**src/design/irq_enable_pkg.sv**
```systemverilog
package irq_enable_pkg;

    // ==========================================================
    // sources, fields, widths
    // ==========================================================
    localparam int NUM_SRC   = 10;
    localparam int NUM_FIELD = 11;

    // field index of each enable, doubling as fault input bit for all but the global enable
    localparam int THERMAL_SHUTDOWN_IRQ_ENABLE           = 0;
    localparam int CURRENT_RESISTOR_SHORT_IRQ_ENABLE     = 1;
    localparam int STRING_CONFIG_RESISTOR_IRQ_ENABLE     = 2;
    localparam int MODE_RESISTOR_MISSING_IRQ_ENABLE      = 3;
    localparam int FREQUENCY_RESISTOR_MISSING_IRQ_ENABLE = 4;
    localparam int CONVERTER_OVERCURRENT_IRQ_ENABLE      = 5;
    localparam int CONVERTER_OVERVOLTAGE_IRQ_ENABLE      = 6;
    localparam int BUS_TIMEOUT_IRQ_ENABLE                = 7;
    localparam int INVALID_STRING_IRQ_ENABLE             = 8;
    localparam int STRING_FAULT_IRQ_ENABLE_ALIAS         = 9;
    localparam int GLOBAL_IRQ_ENABLE                     = 10;

    // upper bit of each 2-bit field, in field index order
    localparam int FIELD_HI [NUM_FIELD] = '{
        15,
        13,
        11,
        9,
        7,
        5,
        3,
        5,
        3,
        1,
        7
    };
    // one where the field lives in the LED register
    localparam logic [NUM_FIELD-1:0] FIELD_IN_LED = 11'h780;

    // ==========================================================
    // register map (index; byte address is four times it)
    // ==========================================================
    localparam logic [7:0] BOOST_IDX  = 8'h0A;
    localparam logic [7:0] LED_IDX    = 8'h0C;
    localparam logic [7:0] STATUS_IDX = 8'h10;
    localparam logic [7:0] MASK_IDX   = 8'h11;

    // ==========================================================
    // reset values and field codes
    // ==========================================================
    localparam logic [15:0]        BOOST_RESET = 16'hA028;
    localparam logic [15:0]        LED_RESET   = 16'h00AA;
    localparam logic [NUM_SRC-1:0] MASK_RESET  = 10'h3FF;
    localparam logic [1:0]         CODE_DISABLE = 2'h1;
    localparam logic [1:0]         CODE_ENABLE  = 2'h3;

endpackage

```
**src/design/enable_field.sv**
```systemverilog
`timescale 1ns/1ps
module enable_field #(
    parameter logic RESET_ON = 1'b0
) (
    input  wire logic       mclk,
    input  wire logic       nrst,
    input  wire logic       wrStb,
    input  wire logic [1:0] wrCode,
    output logic            isOn
);
    import irq_enable_pkg::*;

    typedef struct packed {
        logic on;
    } field_t;

    field_t q;
    field_t d;

    // ==========================================================
    // write codes
    // ==========================================================
    // only the two odd codes act, so one write may touch some fields
    always_comb
    begin
        d = q;
        if (wrStb)
        begin
            if (wrCode == CODE_DISABLE)
                d.on = 1'b0;
            else if (wrCode == CODE_ENABLE)
                d.on = 1'b1;
        end
    end

    always_ff @(posedge mclk or negedge nrst)
    begin
        if (!nrst)
            q <= '{on: RESET_ON};
        else
            q <= d;
    end

    assign isOn = q.on;
endmodule

```
**src/design/sticky_status.sv**
```systemverilog
`timescale 1ns/1ps
module sticky_status #(
    parameter int N = 10
) (
    input  wire logic         mclk,
    input  wire logic         nrst,
    input  wire logic [N-1:0] setVec,
    input  wire logic [N-1:0] clrVec,
    output logic      [N-1:0] status
);
    import irq_enable_pkg::*;

    typedef struct packed {
        logic [N-1:0] bits;
    } sticky_t;

    sticky_t q;
    sticky_t d;

    // ==========================================================
    // set beats clear
    // ==========================================================
    always_comb
    begin
        d      = q;
        d.bits = (q.bits & ~clrVec) | setVec;
    end

    always_ff @(posedge mclk or negedge nrst)
    begin
        if (!nrst)
            q <= '0;
        else
            q <= d;
    end

    assign status = q.bits;
endmodule

```
**src/design/fault_interrupt_enable_regs.sv**
```systemverilog
// Our own choice: the Avalon-MM slave port.
`timescale 1ns/1ps
module fault_interrupt_enable_regs (
    input  wire logic                             mclk,
    input  wire logic                             nrst,
    input  wire logic [7:0]                       address,
    input  wire logic                             read,
    input  wire logic                             write,
    input  wire logic [3:0]                       byteenable,
    input  wire logic [31:0]                      writedata,
    output logic      [31:0]                      readdata,
    output logic                                  waitrequest,
    input  wire logic [irq_enable_pkg::NUM_SRC-1:0] faultEvent,
    output logic                                  irqOut
);
    import irq_enable_pkg::*;

    // ==========================================================
    // state
    // ==========================================================
    typedef enum logic [0:0] {
        BUS_IDLE,
        BUS_ACK
    } busState_t;

    typedef struct packed {
        busState_t          state;
        logic               waitreq;
        logic [31:0]        rdata;
        logic [NUM_SRC-1:0] mask;
        logic               irq;
    } ctrl_t;

    ctrl_t q;
    ctrl_t d;

    // ==========================================================
    // decode
    // ==========================================================
    logic [7:0]           regIdx;
    logic                 addrOk;
    logic                 hitBoost;
    logic                 hitLed;
    logic                 hitStatus;
    logic                 hitMask;
    logic                 wrCommit;
    logic                 rdCommit;
    logic [NUM_FIELD-1:0] fieldOn;
    logic [NUM_SRC-1:0]   srcOn;
    logic [NUM_SRC-1:0]   statusVec;
    logic [NUM_SRC-1:0]   clrVec;
    logic [15:0]          boostView;
    logic [15:0]          ledView;
    logic [31:0]          readMux;
    logic                 irqCause;

    assign regIdx = {2'b00, address[7:2]};
    assign addrOk = (address[1:0] == 2'b00);

    always_comb
    begin
        hitBoost  = 1'b0;
        hitLed    = 1'b0;
        hitStatus = 1'b0;
        hitMask   = 1'b0;
        if (!addrOk)
            hitBoost = 1'b0;
        else if (regIdx == BOOST_IDX)
            hitBoost = 1'b1;
        else if (regIdx == LED_IDX)
            hitLed = 1'b1;
        else if (regIdx == STATUS_IDX)
            hitStatus = 1'b1;
        else if (regIdx == MASK_IDX)
            hitMask = 1'b1;
    end

    // the master holds its request through the ack cycle
    assign wrCommit = (q.state == BUS_ACK) && write;
    assign rdCommit = (q.state == BUS_ACK) && read;

    // ==========================================================
    // enable fields
    // ==========================================================
    generate
        for (genvar i = 0; i < NUM_FIELD; i++)
        begin : g_field
            localparam logic RST_ON = FIELD_IN_LED[i] ?
                LED_RESET[FIELD_HI[i]] : BOOST_RESET[FIELD_HI[i]];
            logic hitReg;
            logic stb;
            assign hitReg = FIELD_IN_LED[i] ? hitLed : hitBoost;
            // a field only sees its own byte lane
            assign stb = wrCommit && hitReg && byteenable[FIELD_HI[i] / 8];
            enable_field #(
                .RESET_ON (RST_ON)
            ) u_field (
                .mclk   (mclk),
                .nrst   (nrst),
                .wrStb  (stb),
                .wrCode (writedata[FIELD_HI[i] -: 2]),
                .isOn   (fieldOn[i])
            );
        end
    endgenerate

    assign srcOn = fieldOn[NUM_SRC-1:0];

    // read view: enabled shows as the upper bit of the field
    always_comb
    begin
        boostView = '0;
        ledView   = '0;
        for (int i = 0; i < NUM_FIELD; i++)
        begin
            if (FIELD_IN_LED[i])
                ledView[FIELD_HI[i]] = fieldOn[i];
            else
                boostView[FIELD_HI[i]] = fieldOn[i];
        end
    end

    // ==========================================================
    // fault status
    // ==========================================================
    // clear only what the read returned, so a fault arriving
    // between sample and completion survives
    assign clrVec = (rdCommit && hitStatus) ? q.rdata[NUM_SRC-1:0] : '0;

    sticky_status #(
        .N (NUM_SRC)
    ) u_status (
        .mclk   (mclk),
        .nrst   (nrst),
        .setVec (faultEvent),
        .clrVec (clrVec),
        .status (statusVec)
    );

    assign irqCause = fieldOn[GLOBAL_IRQ_ENABLE] &&
                      (|(statusVec & srcOn & q.mask));

    // ==========================================================
    // read mux
    // ==========================================================
    always_comb
    begin
        readMux = '0;
        if (hitBoost)
            readMux = {16'h0000, boostView};
        else if (hitLed)
            readMux = {16'h0000, ledView};
        else if (hitStatus)
            readMux = {{(32-NUM_SRC){1'b0}}, statusVec};
        else if (hitMask)
            readMux = {{(32-NUM_SRC){1'b0}}, q.mask};
    end

    // ==========================================================
    // bus and interrupt state
    // ==========================================================
    always_comb
    begin
        d     = q;
        d.irq = irqCause;
        case (q.state)
            BUS_IDLE:
            begin
                if (read || write)
                begin
                    d.state   = BUS_ACK;
                    d.waitreq = 1'b0;
                    if (read)
                        d.rdata = readMux;
                end
            end
            BUS_ACK:
            begin
                d.state   = BUS_IDLE;
                d.waitreq = 1'b1;
                if (wrCommit && hitMask)
                begin
                    if (byteenable[0])
                        d.mask[7:0] = writedata[7:0];
                    if (byteenable[1])
                        d.mask[NUM_SRC-1:8] = writedata[NUM_SRC-1:8];
                end
            end
            default:
            begin
                d.state   = BUS_IDLE;
                d.waitreq = 1'b1;
            end
        endcase
    end

    always_ff @(posedge mclk or negedge nrst)
    begin
        if (!nrst)
        begin
            q.state   <= BUS_IDLE;
            q.waitreq <= 1'b1;
            q.rdata   <= '0;
            q.mask    <= MASK_RESET;
            q.irq     <= 1'b0;
        end
        else
            q <= d;
    end

    assign readdata    = q.rdata;
    assign waitrequest = q.waitreq;
    assign irqOut      = q.irq;
endmodule

```
**config.mk**
```make
export PLATFORM = sky130hd
export DESIGN_NAME = fault_interrupt_enable_regs
export DESIGN_NICKNAME = d
export VERILOG_FILES = /design/src/design/irq_enable_pkg.sv /design/src/design/enable_field.sv /design/src/design/sticky_status.sv /design/src/design/fault_interrupt_enable_regs.sv
export SDC_FILE = /design/constraint.sdc
export NUM_CORES = 1
export LEC_CHECK = 0
export ABC_AREA = 1
export BUFFER_PORTS_ARGS = -buffer_cell sky130_fd_sc_hd__buf_4
export CORE_MARGIN = 2
export CORE_UTILIZATION = 40
export CTS_BUF_LIST = sky130_fd_sc_hd__clkbuf_16
export DETAILED_ROUTE_END_ITERATION = 8
export PLACE_DENSITY = 0.68
export RECOVER_POWER = 25
export SKIP_CTS_REPAIR_TIMING = 1
export SYNTH_ARGS = -nofsm -noshare
export SYNTH_HDL_FRONTEND = slang
export SYNTH_SLANG_ARGS = --single-unit
```
**constraint.sdc**
```tcl
create_clock -name mclk -period 1.2 [get_ports mclk]
set_input_delay 0.06 -clock mclk [delete_from_list [all_inputs] [get_ports mclk]]
set_output_delay 0.06 -clock mclk [all_outputs]
set_load 0.005 [all_outputs]
```
==> results of run 1 <==
how the worst min path moves through the flow:
stage	start	endpoint	slack, ps	depth (start not counted)
3_5_place_dp	nrst	q[44]	100	1
6_report	write	waitrequest	-5	4
2_1_floorplan	nrst	g_field[2].u_field.isOn	-240	0
5_1_grt	writedata[0]	q[1]	20	3
4_1_cts	nrst	q[44]	-200	1
3_3_place_gp	nrst	q[44]	100	1
cells in the mapped netlist:
library cell and number:
a21o_1 10, a31oi_1 1, buf_1 1, buf_4 33, buf_6 4, clkinv_1 3, conb_1 1, dfrtp_1 28
dfstp_2 19, inv_1 40, inv_2 3, nand2_1 103, nand2_2 5, nand2_4 1, nand3_1 49, nand3_2 3
nand4_1 14, nor2_1 15, nor2_2 5, nor2_4 5, nor3_1 4, o21ai_0 5, o21ai_2 4, o31ai_1 2
where the power goes:
group	total [mW]	internal, mW	switching (mW)
registers	1.68	1.64	0.0359
logic	0.507	0.243	0.263
clock network	1.46	0.887	0.577
total	3.65	2.77	0.876
area by class of cell:
class                           instances  share of cell area, %
Clock inverter                          2                  0.247
Clock buffer                            6                   4.24
Timing Repair Buffer                   80                   19.3
Multi-Input combinational cell        245                   34.6
Tap cell                               80                   2.83
Sequential cell                        47                   33.9
Inverter                               46                   4.88
routing by layer:
metal	vias to the layer above	track usage, %
met4	0	5.03
met5	-	0
met2	78	25.8
met1	1052	25.0
met3	7	3.70
li1	1227	-
state kept, by name, summed over array words and instances, names as in the netlist:
register              flops
g_field.u_field.isOn     11
u_status.status          10
q                        11
irqOut                    1
readdata                 13
waitrequest               1
critical path, delay by kind of cell (launching register included):
kind | cells | cell delay (ps)
buffers and inverters | 2 | 230
flip-flops | 1 | 400
AND/OR/NAND/NOR | 5 | 510
through the flow:
stage	area, µm²	setup slack, ps	utilization (%)	TNS [ps]
after floorplan	2850	36.1	-	0
after global placement	3190	35.7	47.2	0
after detailed placement	3190	11.5	47.2	0
after CTS	3350	11.0	49.6	0
after global routing	3540	-102	52.4	-896
final	3540	6.02	52.4	0
logic make-up (layout without fill, tap and decap cells):
group / Yosys count / after routing / synth area share, %
simple gates: 204 / 204 / 34.3
buf+inv: 84 / 134 / 16.8
compound gates: 22 / 22 / 5.62
other cells: 1 / 19 / 0.135
flops: 47 / 47 / 43.1
==> results.py, run 1 <==
metrics = {
    "sta": {
        "worst_pin_slew_ps": 633,
        "timing.slew.headroom_pct": 57.8,
        "fin_crit_ps": 1190,
        "max_freq_mhz": 838,
        "finalMaxSlewViolations": 0,
        "timing.hold.ws_ps": -5.10,
        "finalCritPeriodShare_pct": 99.5,
        "finalHoldViolations": 1,
        "rsz0062_at_grt": "true",
        "setup_viol": 0,
        "fin_skew_ps": 3.23,
    },
    "pwr": {
        "fin_total_pwr_mw": 3.65,
        "peakVddDrop_mv": 0.600,
        "p_per_area_mw_per_mm2": 1030,
        "power.leakage_nw": 1.78,
    },
    "drt": {
        "drt-wirelength-per-cell_um": 12.6,
        "route.antenna.remaining_nets": 0,
        "drc_errors": 0,
        "drt-pass1-iter-count": 4,
        "wl_met2_um": 2840,
        "post_drt_via_cell_ratio": 4.67,
        "drt-total-wl_um": 6370,
        "routed-via-count": 2364,
        "routed.top_layer": "met4",
        "drt_iter0_markers": 136,
        "wl_met1_um": 3140,
        "wl_met3_um": 331,
    },
    "setup_path": {
        "crit_path_end": "g_field[4].u_field.isOn",
        "cp_max_fo": 7,
        "cp-startpoint": "q[44]",
        "r2r_end": "g_field[4].u_field.isOn",
        "end_kind": "flip-flop",
        "critPathArrivalTime_ps": 1430,
        "critical_path_class": "flip-flop to flip-flop",
        "slowest_delay_ps": 400,
        "required_ps": 1430,
        "cp_slowest_cell": "dfrtp_1",
        "r2r_start": "q[44]",
        "r2r_slack_ps": 6,
        "path_common_cell": "nand2_1",
        "worstPathCellList": "nand2_2 > nor2_4 > clkbuf_16 > nand3_2 > nand2_1 > nand2_1 > inv_1",
        "reg2regPathDepth": 7,
        "startpoint_type": "flip-flop",
    },
    "global_routing": {
        "antenna_found_initial": 0,
        "grt-ovfl-total": 0,
        "grt_max_degree": 48,
        "grt_pass1_vias": 2122,
        "grt_pass1_wl_um": 10100,
        "grt_use_total_pct": 17.2,
    },
    "floorplan": {
        "core-area_mm2": 0.00676,
        "die_x_um": 87.4,
        "die_y_um": 87.4,
        "initial_core_util_pct": 41.2,
        "dieArea_mm2": 0.00765,
        "io_pins": 92,
        "num_rows": 30,
    },
    "synthesis": {
        "ys.warnings.count": 0,
        "postSynthCellCount": 358,
        "synth_cell_types": 24,
        "syn_area_mm2": 0.00279,
        "synth.area.top_cells": "dfrtp_1 25%, dfstp_2 18%, nand2_1 14%",
        "yosysTopAreaCell": "dfrtp_1",
        "ys_ff_latch": 47,
        "seq_area_frac_synth_pct": 43.1,
        "netlist.area_leader.share_pct": 25.2,
        "syn_avg_cell_area_um2": 7.78,
    },
    "clock_tree": {
        "cts-root-buf": "clkbuf_16",
        "numCtsBuffers": 5,
        "cts-htree-levels": 2,
        "clk_path_buf_depth": 2,
        "clock_sink_count": 47,
        "clk_pin_slew_ps": 60,
        "cts_tree": "built",
        "insertion_delay_ps": 290,
    },
    "layout": {
        "antenna_cells": 0,
        "final_common_cell": "nand2_1",
        "seqCellArea_mm2": 0.00120,
        "multiInputGateArea_mm2": 0.00122,
        "drive_gt1_share_pct": 30.5,
        "layout.nets": 483,
        "synthToLayoutAreaGrowth_pct": 27.1,
        "n_fill_cell": 650,
        "final_cell_mix": "98 x nand2_1, 64 x buf_4, 47 x nand3_1",
        "final_cells": 506,
    },
    "flow_run": {
        "cap_violations": 0,
    },
    "placed_design": {
        "placed_cells": 484,
        "routabilityCongestion": 0.905,
        "io_buffers": 54,
        "dp_hpwl_um": 4720,
    },
    "worst_hold_path": {
        "min_path_type": "input pin to flip-flop",
    },
    "status": {
        "failed_checks": "negative hold slack",
        "status": "finished with violations",
    },
}
No activity file was read; power rests on OpenSTA's default activity.
==> run 2, diff against run 1 <==
- PLACE_DENSITY: 0.68 -> 0.66
- SYNTH_HIERARCHICAL: not set -> 1
- clock period: 1.2 -> 1.4 ns (I/O delays scaled with it)
==> run 2 against run 1 <==
Effect of this change: the run still ends with negative hold slack left; register-to-register slack improved by 150 ps; clock power decreased by 23%; largest cell class is now registers; routed wire length down 6.4%; critical endpoint is now readdata[4]; core utilization is 2.7 points lower; final cell count rose by 0.99%.
==> results.py, run 2 <==
metrics = {
    "synthesis": {
        "synth.area.top_cells": "dfrtp_1 26%, dfstp_2 18%, nand2_1 16%",
        "ys_ff_latch": 47,
        "postSynthCellCount": 369,
        "synth_most_common_cell": "nand2_1",
        "netlist.area_leader.share_pct": 25.7,
        "synth.top_cells.by_count": "116 x nand2_1, 58 x inv_1, 43 x nand3_1, 32 x buf_4, 30 x nor2_1",
        "syn_avg_cell_area_um2": 7.37,
        "synth_edf_count": 0,
        "seq_area_frac_synth_pct": 44.1,
        "synthArstFlopShare_pct": 100,
        "syn_area_mm2": 0.00272,
        "synthFlopType": "dfrtp_1",
        "yosysTopAreaCell": "dfrtp_1",
        "synth_cell_types": 22,
        "ys.warnings.count": 6,
    },
    "setup_path": {
        "r2r_end": "readdata[4]",
        "crit_path_end": "readdata[4]",
        "critPathArrivalTime_ps": 1440,
        "cp_max_fo": 7,
        "reg2regPathDepth": 5,
        "cp-startpoint": "q[44]",
        "r2r_slack_ps": 150,
        "startpoint_type": "flip-flop",
        "required_ps": 1600,
        "r2r_start": "q[44]",
        "critical_path_class": "flip-flop to flip-flop",
        "end_kind": "flip-flop",
    },
    "worst_hold_path": {
        "min_path_type": "input pin to flip-flop",
    },
    "floorplan": {
        "die_y_um": 86.5,
        "num_rows": 30,
        "core-area_mm2": 0.00668,
        "io_pins": 92,
        "initial_core_util_pct": 40.7,
        "dieArea_mm2": 0.00748,
        "die_x_um": 86.5,
    },
    "layout": {
        "antenna_cells": 0,
        "seqCellArea_mm2": 0.00120,
        "final_cells": 511,
        "final_common_cell": "nand2_1",
        "largest_reg_flops": 13,
        "multiInputGateArea_mm2": 0.00109,
        "final_area_mm2": 0.00332,
        "drive_gt1_share_pct": 25.8,
        "final_cell_mix": "115 x nand2_1, 64 x buf_4, 57 x inv_1",
        "layout.nets": 488,
        "synthToLayoutAreaGrowth_pct": 21.9,
        "n_fill_cell": 683,
    },
    "sta": {
        "fin_crit_ps": 1250,
        "finalMaxSlewViolations": 0,
        "fin_tns_setup_ps": 0,
        "timing.hold.ws_ps": -24.4,
        "rsz0062_at_grt": "false",
        "setup_viol": 0,
        "finalHoldViolations": 7,
        "fin_skew_ps": 4.96,
        "max_freq_mhz": 803,
        "worst_pin_slew_ps": 988,
        "finalCritPeriodShare_pct": 88.9,
        "timing.slew.headroom_pct": 34.1,
    },
    "clock_tree": {
        "cts_tree": "built",
        "numCtsBuffers": 5,
        "clk_path_buf_depth": 2,
        "clock_sink_count": 47,
        "clk_pin_slew_ps": 60,
        "cts-root-buf": "clkbuf_16",
        "insertion_delay_ps": 280,
        "cts-htree-levels": 2,
    },
    "drt": {
        "route.antenna.remaining_nets": 0,
        "routed-via-count": 2350,
        "drc_errors": 0,
        "drt_iter0_markers": 107,
        "drt-pass1-iter-count": 4,
        "drt-wirelength-per-cell_um": 11.7,
        "drt-total-wl_um": 5970,
        "post_drt_via_cell_ratio": 4.60,
    },
    "global_routing": {
        "antenna_found_initial": 0,
        "grt_pass1_wl_um": 9940,
        "grt_max_degree": 48,
        "grt_pass1_vias": 2171,
        "grt_use_total_pct": 16.9,
        "grt-ovfl-total": 0,
    },
    "placed_design": {
        "place_area_mm2": 0.00312,
        "dp_hpwl_um": 4750,
        "placed_cells": 497,
        "io_buffers": 54,
        "routabilityCongestion": 0.894,
    },
    "flow_run": {
        "cap_violations": 0,
    },
    "pwr": {
        "power.leakage_nw": 1.72,
        "fin_total_pwr_mw": 2.79,
        "p_per_area_mw_per_mm2": 842,
        "peakVddDrop_mv": 0.538,
    },
    "status": {
        "failed_checks": "negative hold slack",
        "status": "finished with violations",
    },
}
==> run 2: cell types whose count changed after synthesis, moves of 4 or more <==
cell / change
a21o_1: -10
inv_1: +18
nand2_1: +13
nand3_1: -6
nand4_1: -7
nor2_1: +15
nor2_2: -4
nor3_1: -4
o21ai_0: +7
o21ai_2: +4
==> run 2: how the worst min path moves through the flow <==
stage / from / end / slack [ps] / depth (start not counted)
floorplan: nrst / g_field[2].u_field/isOn / -230 / 0
global placement: nrst / g_field[2].u_field/isOn / 110 / 1
detailed placement: nrst / g_field[2].u_field/isOn / 110 / 1
CTS: nrst / g_field[2].u_field/isOn / -190 / 1
global route: faultEvent[3] / u_status/status[3] / 0.3 / 3
finish: faultEvent[2] / u_status/status[2] / -20 / 3
==> run 2: critical path, stage by stage, from the launching register on <==
cell	delay, ps
dfrtp_1	430
inv_1	110
nand2_2	120
nor2_1	320
nand2_1	100
o21ai_0	90
==> run 2: report_power, final <==
part,total [mW],switching (mW),internal [mW]
clock,1.12,0.465,0.651
sequential,1.40,0.0153,1.39
combinational,0.278,0.152,0.126
==> run 2: final cells by class <==
type	instances	share of cell area, %
Clock inverter	3	0.453
Timing Repair Buffer	72	17.1
Sequential cell	47	36.2
Multi-Input combinational cell	245	32.9
Clock buffer	5	3.77
Tap cell	80	3.02
Inverter	59	6.68
==> run 2: layer usage <==
layer / track usage [%] / part of all wire (%) / routed length [µm] / vias up
met1: 22.5 / 46 / 2750 / 1072
met3: 3.52 / 5.0 / 300 / 6
li1: - / - / - / 1210
met2: 28.0 / 48 / 2850 / 62
met5: 0 / 0 / 0 / -
met4: 4.55 / 1.1 / 65 / 0
==> run 2: through the flow <==
| step | setup slack, ps | util (%) |
|---|---|---|
| detailed placement | 79.4 | 46.6 |
| floorplan | 202 | - |
| finish | 155 | 49.6 |
| global route | 28.4 | 49.6 |
| global placement | 85.5 | 46.6 |
| CTS | 82.8 | 48.7 |
==> run 2: cell families (layout without fill, tap and decap cells) <==
group,after synthesis,in the layout,synth area share [%]
DFF,47,47,44.1
buffers and inverters,95,139,18.4
AOI/OAI and AO/OA,20,20,4.78
and+or+nand+nor,206,206,32.6
other,1,19,0.138
